==> config.mk <==
export PLATFORM = sky130hd
export DESIGN_NAME = port_ctl
export DESIGN_NICKNAME = d
export VERILOG_FILES = /design/src/port_ctl_pkg.sv /design/src/port_ctl.sv
export VERILOG_INCLUDE_DIRS = /design/src
export SDC_FILE = /design/constraint.sdc
export NUM_CORES = 1
export LEC_CHECK = 0
export ABC_AREA = 1
export BUFFER_PORTS_ARGS = -buffer_cell sky130_fd_sc_hd__buf_4
export CORE_ASPECT_RATIO = 1.2
export CORE_MARGIN = 2
export CORE_UTILIZATION = 47
export CTS_CLUSTER_DIAMETER = 40
export DETAILED_ROUTE_END_ITERATION = 8
export PLACE_DENSITY = 0.85
export SKIP_LAST_GASP = 1
export SYNTH_ARGS = -nofsm -noshare
export SYNTH_HDL_FRONTEND = slang
export SYNTH_SLANG_ARGS = --single-unit
==> constraint.sdc <==
create_clock -name ref_clk -period 1.3 [get_ports ref_clk]
set_input_delay 0.13 -clock ref_clk [delete_from_list [all_inputs] [get_ports ref_clk]]
set_output_delay 0.13 -clock ref_clk [all_outputs]
set_load 0.03 [all_outputs]
==> src/port_ctl_defines.svh <==
// register offsets, field positions and timing counts for the port controller
`ifndef PORT_CTL_DEFINES_SVH
`define PORT_CTL_DEFINES_SVH
`define ADDR_W             8
`define REG_W              32
`define OFS_CTRL           8'h10
`define OFS_MODE           8'h20
`define OFS_STATUS         8'h30
`define CTRL_SW_RESET      0
`define CTRL_TX_START      1
`define CTRL_RX_START      2
`define CTRL_RX_STOP       3
`define CTRL_TX_UCTRL      4
`define CTRL_RX_UCTRL      5
`define CTRL_BCAST_LO      6
`define CTRL_TX_HSK_LO     8
`define CTRL_RX_HSK_LO     11
`define CTRL_RX_VALID_ONLY 14
`define CTRL_TX_STOP       15
`define CTRL_STORE_MASK    32'h0000_7ff1
`define CTRL_RESET_VAL     32'h0000_0000
`define MODE_TX_IO_IN      0
`define MODE_RX_IO_OUT     1
`define MODE_TX_UCFG       2
`define MODE_RX_UCFG       3
`define MODE_CLK_FOLLOW    4
`define MODE_STORE_MASK    32'h0000_001f
`define MODE_RESET_VAL     32'h0000_0000
`define ST_TX_RPT_LO       0
`define ST_RX_RPT_LO       2
`define ST_TX_BUSY         4
`define ST_RX_BUSY         5
`define ST_TX_END          6
`define ST_RX_OVF          7
`define ST_TX_HSK_LO       8
`define ST_RX_HSK_LO       11
`define ST_TX_UPPER_LO     14
`define ST_RX_UPPER_LO     18
`define ST_CLK_REQ         22
`define END_MARK_BIT       26
`define VALID_BIT_A        25
`define VALID_BIT_B        26
`define CLK_PERIOD_NS      50
`define MAX_RATE_MHZ       53
`define MIN_PERIOD_NS      ((1000 + `MAX_RATE_MHZ - 1) / `MAX_RATE_MHZ)
`endif

==> src/port_ctl_pkg.sv <==
// types shared by the port controller
package port_ctl_pkg;
   typedef enum logic [1:0] {
      TX_IDLE = 2'b00,
      TX_RUN  = 2'b01,
      TX_END  = 2'b11
   } tx_state_e;
   typedef enum logic [1:0] {
      RX_IDLE = 2'b00,
      RX_RUN  = 2'b01,
      RX_HALT = 2'b11
   } rx_state_e;
   typedef struct packed {
      logic [2:0] hsk;
      logic       user_ctrl;
      logic       user_cfg;
   } card_ctrl_s;
   typedef struct packed {
      logic [2:0] hsk;
      logic [1:0] report;
   } card_stat_s;
   typedef struct packed {
      logic [1:0] data_top;
      logic [1:0] io_top;
   } upper_bits_s;
endpackage

==> src/port_ctl.sv <==
// port controller for one transmitting and one receiving daughter card port
`timescale 1ns/1ps
`include "port_ctl_defines.svh"

// Summary of operation
// - transmit port drives 27 data lines from transmit pattern storage.
// - receive port stores 27 card-driven data lines into receive storage.
// - all port logic runs on the single board system clock.
// - status line 2 carries clock info; a mode bit selects card clock.
// - card master reset low during power-up, button or software reset.
// - 9 I/O lines per port, direction from one mode bit per port.
// - transmit I/O as input feeds response FIFO; I/O driver disabled.
// - three handshake control lines driven, three status lines sampled.
// - status lines encoded and reported in the status register.
// - per-port active-low control line and mode line mirror register bits.
// - report line 0 means ready/good, line 1 means bad/error.
// - two broadcast control bits go to every port at once.
// - receive data bits 26,25 and I/O bits 8,7 reach the controller.
// - transmit data bits 26,25 and I/O bits 8,7 reach the controller.
// - receiving stores one word every cycle; valid-only storing optional.
// - transmit data bit 26 high ends the pattern and stops transmission.
// - transmit up to 26 payload bits, 35 with I/O, up to 53 MHz.
// - receive up to 27 bits, 36 with I/O, up to 53 MHz.
// - main and I/O transmit FIFOs share one read strobe.
// - main and extension receive FIFOs share one write strobe.
module port_ctl
   import port_ctl_pkg::*;
#(
   parameter int DATA_W = 27,
   parameter int IO_W   = 9
) (
   // clock, reset, enable
   input  wire logic                ref_clk,
   input  wire logic                rst_n,
   input  wire logic                ce,
   // register port
   input  wire logic [`ADDR_W-1:0]  reg_addr,
   input  wire logic [`REG_W-1:0]   reg_wdata,
   input  wire logic                reg_wr,
   input  wire logic                reg_rd,
   output logic [`REG_W-1:0]        reg_rdata_r,
   // common card lines
   output logic                     card_reset_n_r,
   output logic [1:0]               broadcast_ctrl_bits_r,
   output logic                     clk_follow_sel_r,
   // transmit FIFOs (main and I/O half a)
   output logic                     tx_fifo_rd_r,
   input  wire logic [DATA_W-1:0]   tx_main_fifo_data,
   input  wire logic                tx_main_fifo_empty,
   input  wire logic [IO_W-1:0]     tx_io_fifo_a_data,
   // transmit response FIFO
   output logic                     tx_response_fifo_wr_r,
   output logic [IO_W-1:0]          tx_response_fifo_data_r,
   input  wire logic                tx_response_fifo_full,
   // transmit port connector
   output logic [DATA_W-1:0]        tx_pattern_lines_r,
   input  wire logic [IO_W-1:0]     tx_io_in,
   output logic [IO_W-1:0]          tx_io_out_r,
   output logic                     tx_io_oe_n_r,
   output logic [2:0]               tx_hsk_ctrl_r,
   input  wire logic [2:0]          tx_hsk_status,
   output logic                     tx_port_user_ctrl_n_r,
   output logic                     tx_port_user_cfg_r,
   input  wire logic [1:0]          tx_card_report_lines,
   // receive FIFOs (main and extension)
   output logic                     rx_fifo_wr_r,
   output logic [DATA_W-1:0]        rx_main_fifo_data_r,
   output logic [IO_W-1:0]          rx_extension_fifo_data_r,
   input  wire logic                rx_main_fifo_full,
   // I/O source for the receive port (I/O half b)
   output logic                     rx_io_src_rd_r,
   input  wire logic [IO_W-1:0]     rx_io_src_data,
   input  wire logic                rx_io_src_empty,
   // receive port connector
   input  wire logic [DATA_W-1:0]   rx_capture_lines,
   input  wire logic [IO_W-1:0]     rx_io_in,
   output logic [IO_W-1:0]          rx_io_out_r,
   output logic                     rx_io_oe_n_r,
   output logic [2:0]               rx_hsk_ctrl_r,
   input  wire logic [2:0]          rx_hsk_status,
   output logic                     rx_port_user_ctrl_n_r,
   output logic                     rx_port_user_cfg_r,
   input  wire logic [1:0]          rx_card_report_lines
);

   // elaboration checks
   generate
      if (DATA_W != 27 || IO_W != 9) begin : g_bad_width
         $error("port_ctl serves only 27 data and 9 I/O lines");
      end
      if (`CLK_PERIOD_NS < `MIN_PERIOD_NS) begin : g_bad_rate
         $error("port_ctl clock faster than the port allows");
      end
   endgenerate

   // report encoding: ready when line 0 and not line 1, error on line 1
   function automatic logic [1:0] encode_report(input logic [1:0] lines);
      encode_report = {lines[1], lines[0] & ~lines[1]};
   endfunction

   function automatic upper_bits_s take_upper(input logic [DATA_W-1:0] d,
                                              input logic [IO_W-1:0]   io);
      take_upper.data_top = d[DATA_W-1:DATA_W-2];
      take_upper.io_top   = io[IO_W-1:IO_W-2];
   endfunction

   // state
   logic [`REG_W-1:0] ctrl_r;
   logic [`REG_W-1:0] mode_r;
   tx_state_e         tx_state_r;
   tx_state_e         tx_state_nxt;
   rx_state_e         rx_state_r;
   rx_state_e         rx_state_nxt;
   logic              tx_end_r;
   logic              rx_ovf_r;
   upper_bits_s       tx_upper_r;
   upper_bits_s       rx_upper_r;

   // register decode
   wire         wr_ctrl   = reg_wr && (reg_addr == `OFS_CTRL);
   wire         wr_mode   = reg_wr && (reg_addr == `OFS_MODE);
   wire         soft_rst  = ctrl_r[`CTRL_SW_RESET];
   wire         tx_go     = wr_ctrl && reg_wdata[`CTRL_TX_START];
   wire         tx_halt   = wr_ctrl && reg_wdata[`CTRL_TX_STOP];
   wire         rx_go     = wr_ctrl && reg_wdata[`CTRL_RX_START];
   wire         rx_halt   = wr_ctrl && reg_wdata[`CTRL_RX_STOP];
   wire         tx_io_in_mode  = mode_r[`MODE_TX_IO_IN];
   wire         rx_io_out_mode = mode_r[`MODE_RX_IO_OUT];
   wire         valid_only     = ctrl_r[`CTRL_RX_VALID_ONLY];

   // status word
   card_stat_s  tx_stat;
   card_stat_s  rx_stat;
   assign tx_stat.hsk    = tx_hsk_status;
   assign tx_stat.report = encode_report(tx_card_report_lines);
   assign rx_stat.hsk    = rx_hsk_status;
   assign rx_stat.report = encode_report(rx_card_report_lines);

   logic [`REG_W-1:0] status_word;
   always_comb begin
      status_word = '0;
      status_word[`ST_TX_RPT_LO +: 2] = tx_stat.report;
      status_word[`ST_RX_RPT_LO +: 2] = rx_stat.report;
      status_word[`ST_TX_BUSY]        = (tx_state_r == TX_RUN);
      status_word[`ST_RX_BUSY]        = (rx_state_r == RX_RUN);
      status_word[`ST_TX_END]         = tx_end_r;
      status_word[`ST_RX_OVF]         = rx_ovf_r;
      status_word[`ST_TX_HSK_LO +: 3] = tx_stat.hsk;
      status_word[`ST_RX_HSK_LO +: 3] = rx_stat.hsk;
      status_word[`ST_TX_UPPER_LO +: 4] = tx_upper_r;
      status_word[`ST_RX_UPPER_LO +: 4] = rx_upper_r;
      status_word[`ST_CLK_REQ]        = rx_hsk_status[2] | tx_hsk_status[2];
   end

   wire [`REG_W-1:0] rd_mux =
      (reg_addr == `OFS_CTRL)   ? ctrl_r :
      (reg_addr == `OFS_MODE)   ? mode_r :
      (reg_addr == `OFS_STATUS) ? status_word : '0;

   // transmit datapath decisions
   wire tx_running = (tx_state_r == TX_RUN);
   wire tx_take    = tx_fifo_rd_r && !tx_main_fifo_empty;
   wire tx_mark    = tx_take && tx_main_fifo_data[`END_MARK_BIT];
   wire tx_issue   = tx_running && !tx_main_fifo_empty && !tx_mark &&
                     !tx_halt && !soft_rst;
   wire tx_resp_wr = tx_running && tx_io_in_mode && tx_io_oe_n_r &&
                     !tx_response_fifo_full;

   // receive datapath decisions
   wire rx_running = (rx_state_r == RX_RUN);
   wire rx_valid   = rx_capture_lines[`VALID_BIT_A] | rx_capture_lines[`VALID_BIT_B];
   wire rx_store   = rx_running && !rx_main_fifo_full && (!valid_only || rx_valid);
   wire rx_lost    = rx_running && rx_main_fifo_full && (!valid_only || rx_valid);
   wire rx_io_rd   = rx_running && rx_io_out_mode && !rx_io_src_empty;

   // transmit sequencer
   always_comb begin
      tx_state_nxt = tx_state_r;
      case (tx_state_r)
         TX_IDLE: begin
            if (tx_go) begin
               tx_state_nxt = TX_RUN;
            end
         end
         TX_RUN: begin
            if (soft_rst || tx_halt) begin
               tx_state_nxt = TX_IDLE;
            end else if (tx_mark) begin
               tx_state_nxt = TX_END;
            end
         end
         TX_END: begin
            if (tx_go) begin
               tx_state_nxt = TX_RUN;
            end else if (soft_rst) begin
               tx_state_nxt = TX_IDLE;
            end
         end
         default: tx_state_nxt = TX_IDLE;
      endcase
   end

   // receive sequencer
   always_comb begin
      rx_state_nxt = rx_state_r;
      case (rx_state_r)
         RX_IDLE: begin
            if (rx_go) begin
               rx_state_nxt = RX_RUN;
            end
         end
         RX_RUN: begin
            if (soft_rst) begin
               rx_state_nxt = RX_IDLE;
            end else if (rx_halt) begin
               rx_state_nxt = RX_HALT;
            end
         end
         RX_HALT: begin
            if (rx_go) begin
               rx_state_nxt = RX_RUN;
            end else if (soft_rst) begin
               rx_state_nxt = RX_IDLE;
            end
         end
         default: rx_state_nxt = RX_IDLE;
      endcase
   end

   // registers and sequencer state
   always_ff @(posedge ref_clk or negedge rst_n) begin
      if (!rst_n) begin
         ctrl_r     <= `CTRL_RESET_VAL;
         mode_r     <= `MODE_RESET_VAL;
         tx_state_r <= TX_IDLE;
         rx_state_r <= RX_IDLE;
         tx_end_r   <= 1'b0;
         rx_ovf_r   <= 1'b0;
      end else if (ce) begin
         if (wr_ctrl) begin
            ctrl_r <= reg_wdata & `CTRL_STORE_MASK;
         end
         if (wr_mode) begin
            mode_r <= reg_wdata & `MODE_STORE_MASK;
         end
         tx_state_r <= tx_state_nxt;
         rx_state_r <= rx_state_nxt;
         tx_end_r   <= tx_mark | (tx_end_r & ~tx_go);
         rx_ovf_r   <= rx_lost | (rx_ovf_r & ~rx_go);
      end
   end

   // register read data and card control lines
   always_ff @(posedge ref_clk or negedge rst_n) begin
      if (!rst_n) begin
         reg_rdata_r           <= '0;
         card_reset_n_r        <= 1'b0;
         broadcast_ctrl_bits_r <= 2'h0;
         clk_follow_sel_r      <= 1'b0;
         tx_hsk_ctrl_r         <= 3'h0;
         rx_hsk_ctrl_r         <= 3'h0;
         tx_port_user_ctrl_n_r <= 1'b1;
         rx_port_user_ctrl_n_r <= 1'b1;
         tx_port_user_cfg_r    <= 1'b0;
         rx_port_user_cfg_r    <= 1'b0;
      end else if (ce) begin
         reg_rdata_r    <= reg_rd ? rd_mux : '0;
         card_reset_n_r <= wr_ctrl ? ~reg_wdata[`CTRL_SW_RESET] : ~soft_rst;
         if (wr_ctrl) begin
            broadcast_ctrl_bits_r <= reg_wdata[`CTRL_BCAST_LO +: 2];
            tx_hsk_ctrl_r         <= reg_wdata[`CTRL_TX_HSK_LO +: 3];
            rx_hsk_ctrl_r         <= reg_wdata[`CTRL_RX_HSK_LO +: 3];
            tx_port_user_ctrl_n_r <= ~reg_wdata[`CTRL_TX_UCTRL];
            rx_port_user_ctrl_n_r <= ~reg_wdata[`CTRL_RX_UCTRL];
         end
         if (wr_mode) begin
            tx_port_user_cfg_r <= reg_wdata[`MODE_TX_UCFG];
            rx_port_user_cfg_r <= reg_wdata[`MODE_RX_UCFG];
            clk_follow_sel_r   <= reg_wdata[`MODE_CLK_FOLLOW];
         end
      end
   end

   // transmit port datapath
   always_ff @(posedge ref_clk or negedge rst_n) begin
      if (!rst_n) begin
         tx_fifo_rd_r            <= 1'b0;
         tx_pattern_lines_r      <= '0;
         tx_io_out_r             <= '0;
         tx_io_oe_n_r            <= 1'b1;
         tx_response_fifo_wr_r   <= 1'b0;
         tx_response_fifo_data_r <= '0;
         tx_upper_r              <= '0;
      end else if (ce) begin
         tx_fifo_rd_r <= tx_issue;
         if (tx_take) begin
            tx_pattern_lines_r <= tx_main_fifo_data;
            tx_io_out_r        <= tx_io_fifo_a_data;
         end
         tx_io_oe_n_r            <= tx_io_in_mode;
         tx_response_fifo_wr_r   <= tx_resp_wr;
         tx_response_fifo_data_r <= tx_io_in;
         tx_upper_r <= take_upper(tx_pattern_lines_r,
                                  tx_io_in_mode ? tx_io_in : tx_io_out_r);
      end
   end

   // receive port datapath
   always_ff @(posedge ref_clk or negedge rst_n) begin
      if (!rst_n) begin
         rx_fifo_wr_r             <= 1'b0;
         rx_main_fifo_data_r      <= '0;
         rx_extension_fifo_data_r <= '0;
         rx_io_src_rd_r           <= 1'b0;
         rx_io_out_r              <= '0;
         rx_io_oe_n_r             <= 1'b1;
         rx_upper_r               <= '0;
      end else if (ce) begin
         rx_fifo_wr_r             <= rx_store;
         rx_main_fifo_data_r      <= rx_capture_lines;
         rx_extension_fifo_data_r <= rx_io_out_mode ? '0 : rx_io_in;
         rx_io_src_rd_r           <= rx_io_rd;
         if (rx_io_src_rd_r) begin
            rx_io_out_r <= rx_io_src_data;
         end
         rx_io_oe_n_r <= ~rx_io_out_mode;
         rx_upper_r   <= take_upper(rx_capture_lines,
                                    rx_io_out_mode ? rx_io_out_r : rx_io_in);
      end
   end
endmodule

==> run_results.csv, run 1 <==
group,metric,value,unit
sta,finalCriticalPeriod,1.24,ns
worst_hold_path,hp-class,"in -> reg",
synth,async_flop_share,100,%
synth,synth_edf_count,0,
cts,cts_made_buffers,17,
worst_setup_path,cp_common_cell,"nand2_1",
final_layout,layout-drive-gt1-share,32.5,%
worst_setup_path,crit_slowest_cell,"dfrtp_1",
cts,cts_max_path_buffers,2,
floorplanning,die-area,0.0143,mm²
synth,synth_warnings,0,
sta,timing.final.ws_setup,0.0593,ns
synth,ys_seq_area_share,60.3,%
sta,finalHoldViolations,0,
worst_setup_path,cp.required,1.64,ns
synth,post_synth_instance_area,0.00628,mm²
synth,avgSynthCellArea,8.83,µm²
sta,setup_violations,0,
floorplanning,rows,46,
routing,first_pass_iters,6,
floorplanning,die_w,110,µm
power,leakage,5.53,nW
cts,clock_latency,0.41,ns
worst_setup_path,endpoint_kind,"register",
worst_setup_path,path_max_fanout,4,
final_layout,num-nets-final,1241,
sta,clock.fmax,806,MHz
routing,wire_per_inst,17.3,µm
worst_setup_path,arrival,1.58,ns
outcome,status,"completed",
global_routing,grt_max_degree,44,
cts,cts_tree,"built",
routing,drt_iter0_drc,404,
cts,cts_sinks,151,
cts,cts_root_buffer,"clkbuf_16",
global_routing,grt_pass1_wl,33400,µm
worst_setup_path,r2r-start,"rx_state_r[1]",
synth,ys_types,33,
cts,htree_levels,4,
power,max-vdd-ir-drop,0.861,mV
routing,drc,0,
place,gp_congestion,0.851,
synth,synth_ff_type,"dfrtp_1",
global_routing,antenna_found_initial,0,
final_layout,area_delta_synth_final,62.3,%
place,hpwl,12900,µm
routing,wirelength,22100,µm
routing,num_vias,6469,
place,io_buffers,265,
sta,finalMaxSlewViolations,0,
sta,whs,0.0200,ns
sta,fin_skew,0.0122,ns
routing,ant_nets,0,
worst_hold_path,worstHoldStart,"reg_wdata[2]",
power,powerDensity,1250,mW/mm²
worst_setup_path,startpoint,"rx_state_r[1]",
floorplanning,start_util,47.8,%
floorplanning,core,0.0131,mm²
global_routing,grt_pass1_vias,6674,
cts,cts.clk_slew.worst_paths,0.06,ns
run,drv_cap,0,
final_layout,diodes,0,
global_routing,track_usage,30.7,%
floorplanning,chipHeight,131,µm
sta,grt_setup_unrepaired,"true",
synth,ys_ff_latch,151,
sta,min_period_over_period,95.4,%
place,place_ws,-0.0558,ns
worst_setup_path,critPathKind,"reg -> reg",
routing,via_per_inst,5.08,
worst_setup_path,critPathLaunchType,"register",
global_routing,grt.overflow.total,0,
synth,syn-instance-count,711,
worst_setup_path,critPathMaxStageDelay,0.42,ns
worst_setup_path,crit_chain,"or2_2 -> o211ai_1 -> nand2_1 -> nand2_2 -> nand2_1 -> o21ai_2",
floorplanning,ios,291,
-- registers in the layout, summed over array words and instances, names as in the netlist, 2 cells and up --
register and cells:
tx_hsk_ctrl_r 2, reg_rdata_r 23, rx_extension_fifo_data_r 9, tx_pattern_lines_r 27, status_word 4, rx_main_fifo_data_r 27, ctrl_r 7, rx_upper_r 2
tx_io_out_r 9, mode_r 4, rx_io_out_r 9, tx_response_fifo_data_r 9, rx_state_r 2, tx_state_r 2, rx_hsk_ctrl_r 2
-- placed cells by master (no fill, tap or decap), drive strengths merged --
master,count
nand2,345
buf,290
dfrtp,147
dlygate4sd3,108
inv,53
o21ai,43
nand3,19
clkbuf,19
nor2,18
a21oi,9
mux2,9
conb,9
a22o,7
o211ai,6
clkinv,5
dfstp,4
o22ai,3
or2,2
nor3,2
clkinvlp,2
nand4,1
nand3b,1
o41ai,1
o31ai,1
bufinv,1
-- metrics by stage --
stage | util, % | TNS (ns) | std cells | cell area [µm²] | power (mW)
floorplan | - | 0 | 719 | 6310 | 6.45
global placement | 64.8 | 0 | 1132 | 8500 | 7.49
detailed placement | 64.8 | -0.163 | 1132 | 8500 | 7.54
CTS | 77.5 | 0 | 1272 | 10200 | 12.6
global route | 77.7 | -0.0200 | 1273 | 10200 | 13.2
finish | 77.7 | 0 | 1273 | 10200 | 12.8
-- path summary, 6_finish.rpt --
kind | endpoint | slack (ns) | cells after the start
min in group asynchronous | rx_main_fifo_data_r[20] | 0.17 | 2
max in group asynchronous | rx_io_oe_n_r | 0.55 | 3
min | mode_r[2] | 0.02 | 3
max | rx_state_r[1] | 0.06 | 6
max reg2reg | rx_state_r[1] | 0.06 | 6
min reg2reg | rx_main_fifo_data_r[18] | 0.47 | 2
-- power breakdown --
group	switching [mW]	leakage (nW)	internal, mW
sequential	0.239	1.90	5.04
combinational	1.47	3.35	1.12
clock	2.10	0.282	2.79
total	3.80	5.53	8.96
-- layout make-up --
type                    instances  area, µm²
repair buffers                398       3340
fillers                       818       2930
multi-input cells             476       2090
flip-flops and latches        151       3780
well taps                     168        210
clock inverters                13        133
clock buffers                  19        453
inverters                      48        184
-- logic make-up after synthesis --
logic type             count (synthesis)  share of synthesized area (%)
AND/OR/NAND/NOR                      388                           24.4
multiplexers                           9                           1.61
buffers and inverters                 92                           7.16
AO/OA/AOI/OAI                         70                           6.46
flip-flops                           151                           60.3
other                                  1                         0.0597
-- cells in the mapped netlist (2+ instances only) --
cell type | instances | area (µm²)
a21oi_1 | 9 | 45.0
a22o_1 | 7 | 61.3
nand2_2 | 5 | 31.3
buf_2 | 4 | 20.0
or2_2 | 2 | 12.5
mux2_2 | 9 | 101
dfstp_2 | 4 | 105
nor3_2 | 2 | 20.0
nand3_1 | 18 | 90.1
inv_1 | 41 | 154
dfrtp_1 | 147 | 3680
o211ai_1 | 6 | 45.0
buf_4 | 24 | 180
nand2_1 | 340 | 1280
o21ai_1 | 4 | 20.0
nor2_2 | 2 | 12.5
o21ai_0 | 38 | 190
nor2_1 | 15 | 56.3
buf_1 | 7 | 26.3
clkbuf_1 | 8 | 30.0
o22ai_1 | 3 | 18.8
inv_2 | 5 | 18.8
-- routing by layer --
| layer | part of all wire (%) | track usage [%] | routed length, µm | vias to the layer above |
|---|---|---|---|---|
| li1 | - | - | - | 2954 |
| met1 | 37 | 35.0 | 8170 | 3114 |
| met2 | 52 | 53.4 | 11500 | 318 |
| met3 | 6.6 | 7.49 | 1460 | 83 |
| met4 | 4.4 | 15.6 | 978 | 0 |
| met5 | 0 | 0 | 0 | - |
-- worst max-delay path, delay by kind of cell (launching register included) --
| family | cells | cell delay, ns |
|---|---|---|
| flops | 1 | 0.42 |
| compound gates | 2 | 0.15 |
| simple gates | 4 | 0.61 |
-- timing repair --
action                                 in CTS  in global routing
hold buffers                              108                  0
buffers inserted                            0                  1
gates resized for setup                     0                  6
setup endpoints to repair                   0                 41
endpoints found under the hold margin     260                  0
Power figures use the tool's default switching activity.
==> inputs of run 2 (changes only) <==
- CORE_UTILIZATION: 47 -> 48
- CTS_BUF_LIST: default -> sky130_fd_sc_hd__clkbuf_4
- GPL_ROUTABILITY_DRIVEN: default -> 0
- PLACE_DENSITY: 0.85 -> 0.87
- SETUP_SLACK_MARGIN: default -> 0.5
==> run_results.csv, run 2 <==
group,metric,value,unit
outcome,lastStage,"global routing (5_1_grt)",
synth,avgSynthCellArea,8.83,µm²
place,post-place-cells,1130,
synth,synth_edf_count,0,
floorplanning,chipHeight,129,µm
floorplanning,die_w,108,µm
outcome,status,"did not finish",
synth,synth_top_cells_by_count,"340 x nand2_1, 147 x dfrtp_1, 41 x inv_1",
synth,yosysTopAreaCellShare,58.6,%
synth,yosysMostFrequentCell,"nand2_1",
cts,cts_sinks,151,
synth,syn-instance-count,711,
cts,cts_root_buffer,"clkbuf_4",
cts,htree_levels,4,
synth,ys_seq_area_share,60.3,%
cts,cts_max_path_buffers,2,
synth,synth.top_cells.by_area,"dfrtp_1 59%, nand2_1 20%, o21ai_0 3.0%",
synth,synth_warnings,0,
synth,synth_top_area_cell,"dfrtp_1",
cts,cts_made_buffers,17,
synth,post_synth_instance_area,0.00628,mm²
synth,async_flop_share,100,%
outcome,tool.error,"[ERROR DPL-0038] Utilization greater than 100%, impossible to legalize",
place,io_buffers,265,
global_routing,grt_max_degree,43,
sta,grt-worst-endpoint,"tx_port_user_ctrl_n_r",
synth,ys_types,33,
place,hpwl,13400,µm
synth,synth_ff_type,"dfrtp_1",
floorplanning,start_util,49.3,%
synth,ys_ff_latch,151,
floorplanning,ios,291,
floorplanning,rows,45,
sta,worst_endpoint_kind,"output port",
==> run 2: cell counts after synthesis <==
No cell type changed its count.
==> run 2: timing repair <==
action,in CTS
resized for setup,175
hold endpoints to repair,284
endpoints found under the setup margin,211
cloned,2
hold buffers,123
pin swaps,26
buffers inserted,56
==> run 2: metrics by stage <==
step	worst slack [ns]	TNS [ns]	area (µm²)
4_1_cts	-0.0784	-0.265	11400
3_5_place_dp	-0.0243	-0.0602	8720
3_3_place_gp	-0.0154	-0.0154	8720
2_1_floorplan	0.215	0	6590
==> run 2: cells by family after synthesis <==
logic type | count (synthesis) | share of synthesized area [%]
other cells | 1 | 0.0597
simple gates | 388 | 24.4
mux | 9 | 1.61
compound gates | 70 | 6.46
buf+inv | 92 | 7.16
flops | 151 | 60.3
==> inputs of run 3 (changes only) <==
- CORE_ASPECT_RATIO: 1.2 -> default
- CORE_UTILIZATION: 48 -> 40
- CTS_BUF_LIST: sky130_fd_sc_hd__clkbuf_4 -> default
- CTS_CLUSTER_DIAMETER: 40 -> default
- PLACE_DENSITY: 0.87 -> default
- PLACE_DENSITY_LB_ADDON: default -> 0.15
- SETUP_SLACK_MARGIN: 0.5 -> default
==> run_results.csv, run 3 (same netlist as run 1, synthesis figures left out) <==
group,metric,value,unit
sta,fin_skew,0.00519,ns
cts,cts.clk_slew.worst_paths,0.06,ns
routing,highest_layer,"met4",
power,powerDensity,1250,mW/mm²
place,io_buffers,265,
cts,cts_root_buffer,"clkbuf_16",
final_layout,num-nets-final,1250,
cts,cts_max_path_buffers,2,
worst_hold_path,worstHoldStart,"tx_hsk_status[0]",
final_layout,mostFrequentLayoutCells,"338 x nand2_1, 287 x buf_4, 147 x dfrtp_1, 111 x dlygate4sd3_1, 39 x inv_1",
power,leakage,5.60,nW
final_layout,final_common_cell,"nand2_1",
worst_setup_path,crit_slowest_cell,"dfstp_2",
sta,finalMaxSlewViolations,0,
routing,first_pass_iters,6,
floorplanning,chipHeight,129,µm
final_layout,reg_top3,"rx_main_fifo_data_r: 27 flops, tx_pattern_lines_r: 27 flops, reg_rdata_r: 23 flops",
global_routing,grt_pass1_wl,30100,µm
global_routing,antenna_found_initial,0,
final_layout,multi_input_area,0.00209,mm²
power,max-vdd-ir-drop,0.810,mV
sta,clock.fmax,801,MHz
sta,finalCriticalPeriod,1.25,ns
floorplanning,die_w,129,µm
final_layout,nFillCells,1244,
routing,wirelength,19400,µm
outcome,status,"completed",
floorplanning,core,0.0153,mm²
worst_setup_path,startpoint,"tx_io_oe_n_r",
routing,wl_met2,9420,µm
worst_setup_path,critPathMaxStageDelay,0.55,ns
final_layout,diodes,0,
cts,cts_made_buffers,17,
cts,cts_tree,"built",
final_layout,layout-drive-gt1-share,32.9,%
worst_setup_path,cp.required,1.17,ns
final_layout,seqCellArea,0.00378,mm²
worst_setup_path,crit_chain,"buf_4",
sta,min_period_over_period,96.1,%
sta,grt_setup_unrepaired,"true",
worst_setup_path,path_max_fanout,2,
global_routing,grt_pass1_vias,5935,
global_routing,track_usage,23.2,%
floorplanning,start_util,41.1,%
routing,drt_iter0_drc,266,
run,drv_cap,0,
worst_hold_path,hp-class,"in -> reg",
sta,whs,0.0242,ns
worst_setup_path,arrival,1.12,ns
routing,wire_per_inst,14.6,µm
routing,drc,0,
floorplanning,ios,291,
worst_setup_path,r2r-start,"tx_state_r[0]",
cts,htree_levels,4,
routing,num_vias,6079,
worst_setup_path,endpoint_kind,"output pin",
worst_setup_path,critPathLaunchType,"register",
worst_setup_path,critPathKind,"reg -> out",
worst_setup_path,critPathTopFamily,"flip-flops",
final_layout,area_delta_synth_final,65.5,%
power,total_power,13.0,mW
global_routing,grt.overflow.total,0,
sta,finalHoldViolations,0,
cts,clock_latency,0.42,ns
sta,setup_violations,0,
routing,via_per_inst,4.59,
global_routing,grt_max_degree,46,
cts,cts_sinks,151,
floorplanning,rows,45,
floorplanning,die-area,0.0167,mm²
worst_setup_path,path_buf_inv,1,
place,hpwl,12900,µm
routing,met1_length,8180,µm
routing,met3_length,1360,µm
routing,ant_nets,0,
-- run 3: layout make-up --
cell class                 count  share of cell area [%]
clock buffer                  22                    4.66
inverter                      48                    1.77
timing repair buffer         407                    33.1
multi-input combinational    476                    20.1
sequential                   151                    36.4
tap                          211                    2.54
clock inverter                 8                    1.40
-- run 3: timing repair --
item	4_1_cts	5_1_grt
buffers inserted	0	2
pin swaps	0	2
hold buffers	111	0
hold endpoints to repair	269	0
resized for setup	1	8
setup endpoints to repair	1	39
-- run 3: final timing paths --
check                                               end  cells after the start  slack, ns
worst max-delay path                       tx_io_oe_n_r                      1       0.05
worst max register to register            tx_state_r[0]                      7       0.09
max in group asynchronous       rx_main_fifo_data_r[13]                      3       0.58
worst min-delay path                     reg_rdata_r[8]                      5       0.02
worst min register to register   tx_pattern_lines_r[15]                      2       0.47
min in group asynchronous                reg_rdata_r[8]                      2       0.17
-- run 3: power breakdown --
part | total, mW | internal [mW] | switching [mW]
sequential | 5.26 | 5.05 | 0.213
clock | 5.22 | 3.39 | 1.83
combinational | 2.54 | 1.13 | 1.42
total | 13.0 | 9.56 | 3.47
-- run 3: metal layers --
layer	vias to the layer above	global-route usage [%]
li1	2971	-
met1	2863	28.4
met2	213	39.3
met3	32	6.44
met4	0	8.31
met5	-	0
-- run 3: metrics by stage --
step	cell area [µm²]	setup WS, ns	instances	setup TNS (ns)	util, %
3_5_place_dp	8620	-0.0282	1180	-0.157	56.5
2_1_floorplan	6310	0.00198	719	0	-
6_report	10400	0.0509	1323	0	68.1
5_1_grt	10400	-0.0263	1323	-0.0263	68.1
3_3_place_gp	8620	-0.00984	1180	-0.0187	56.5
4_1_cts	10400	0.0145	1321	0	67.9
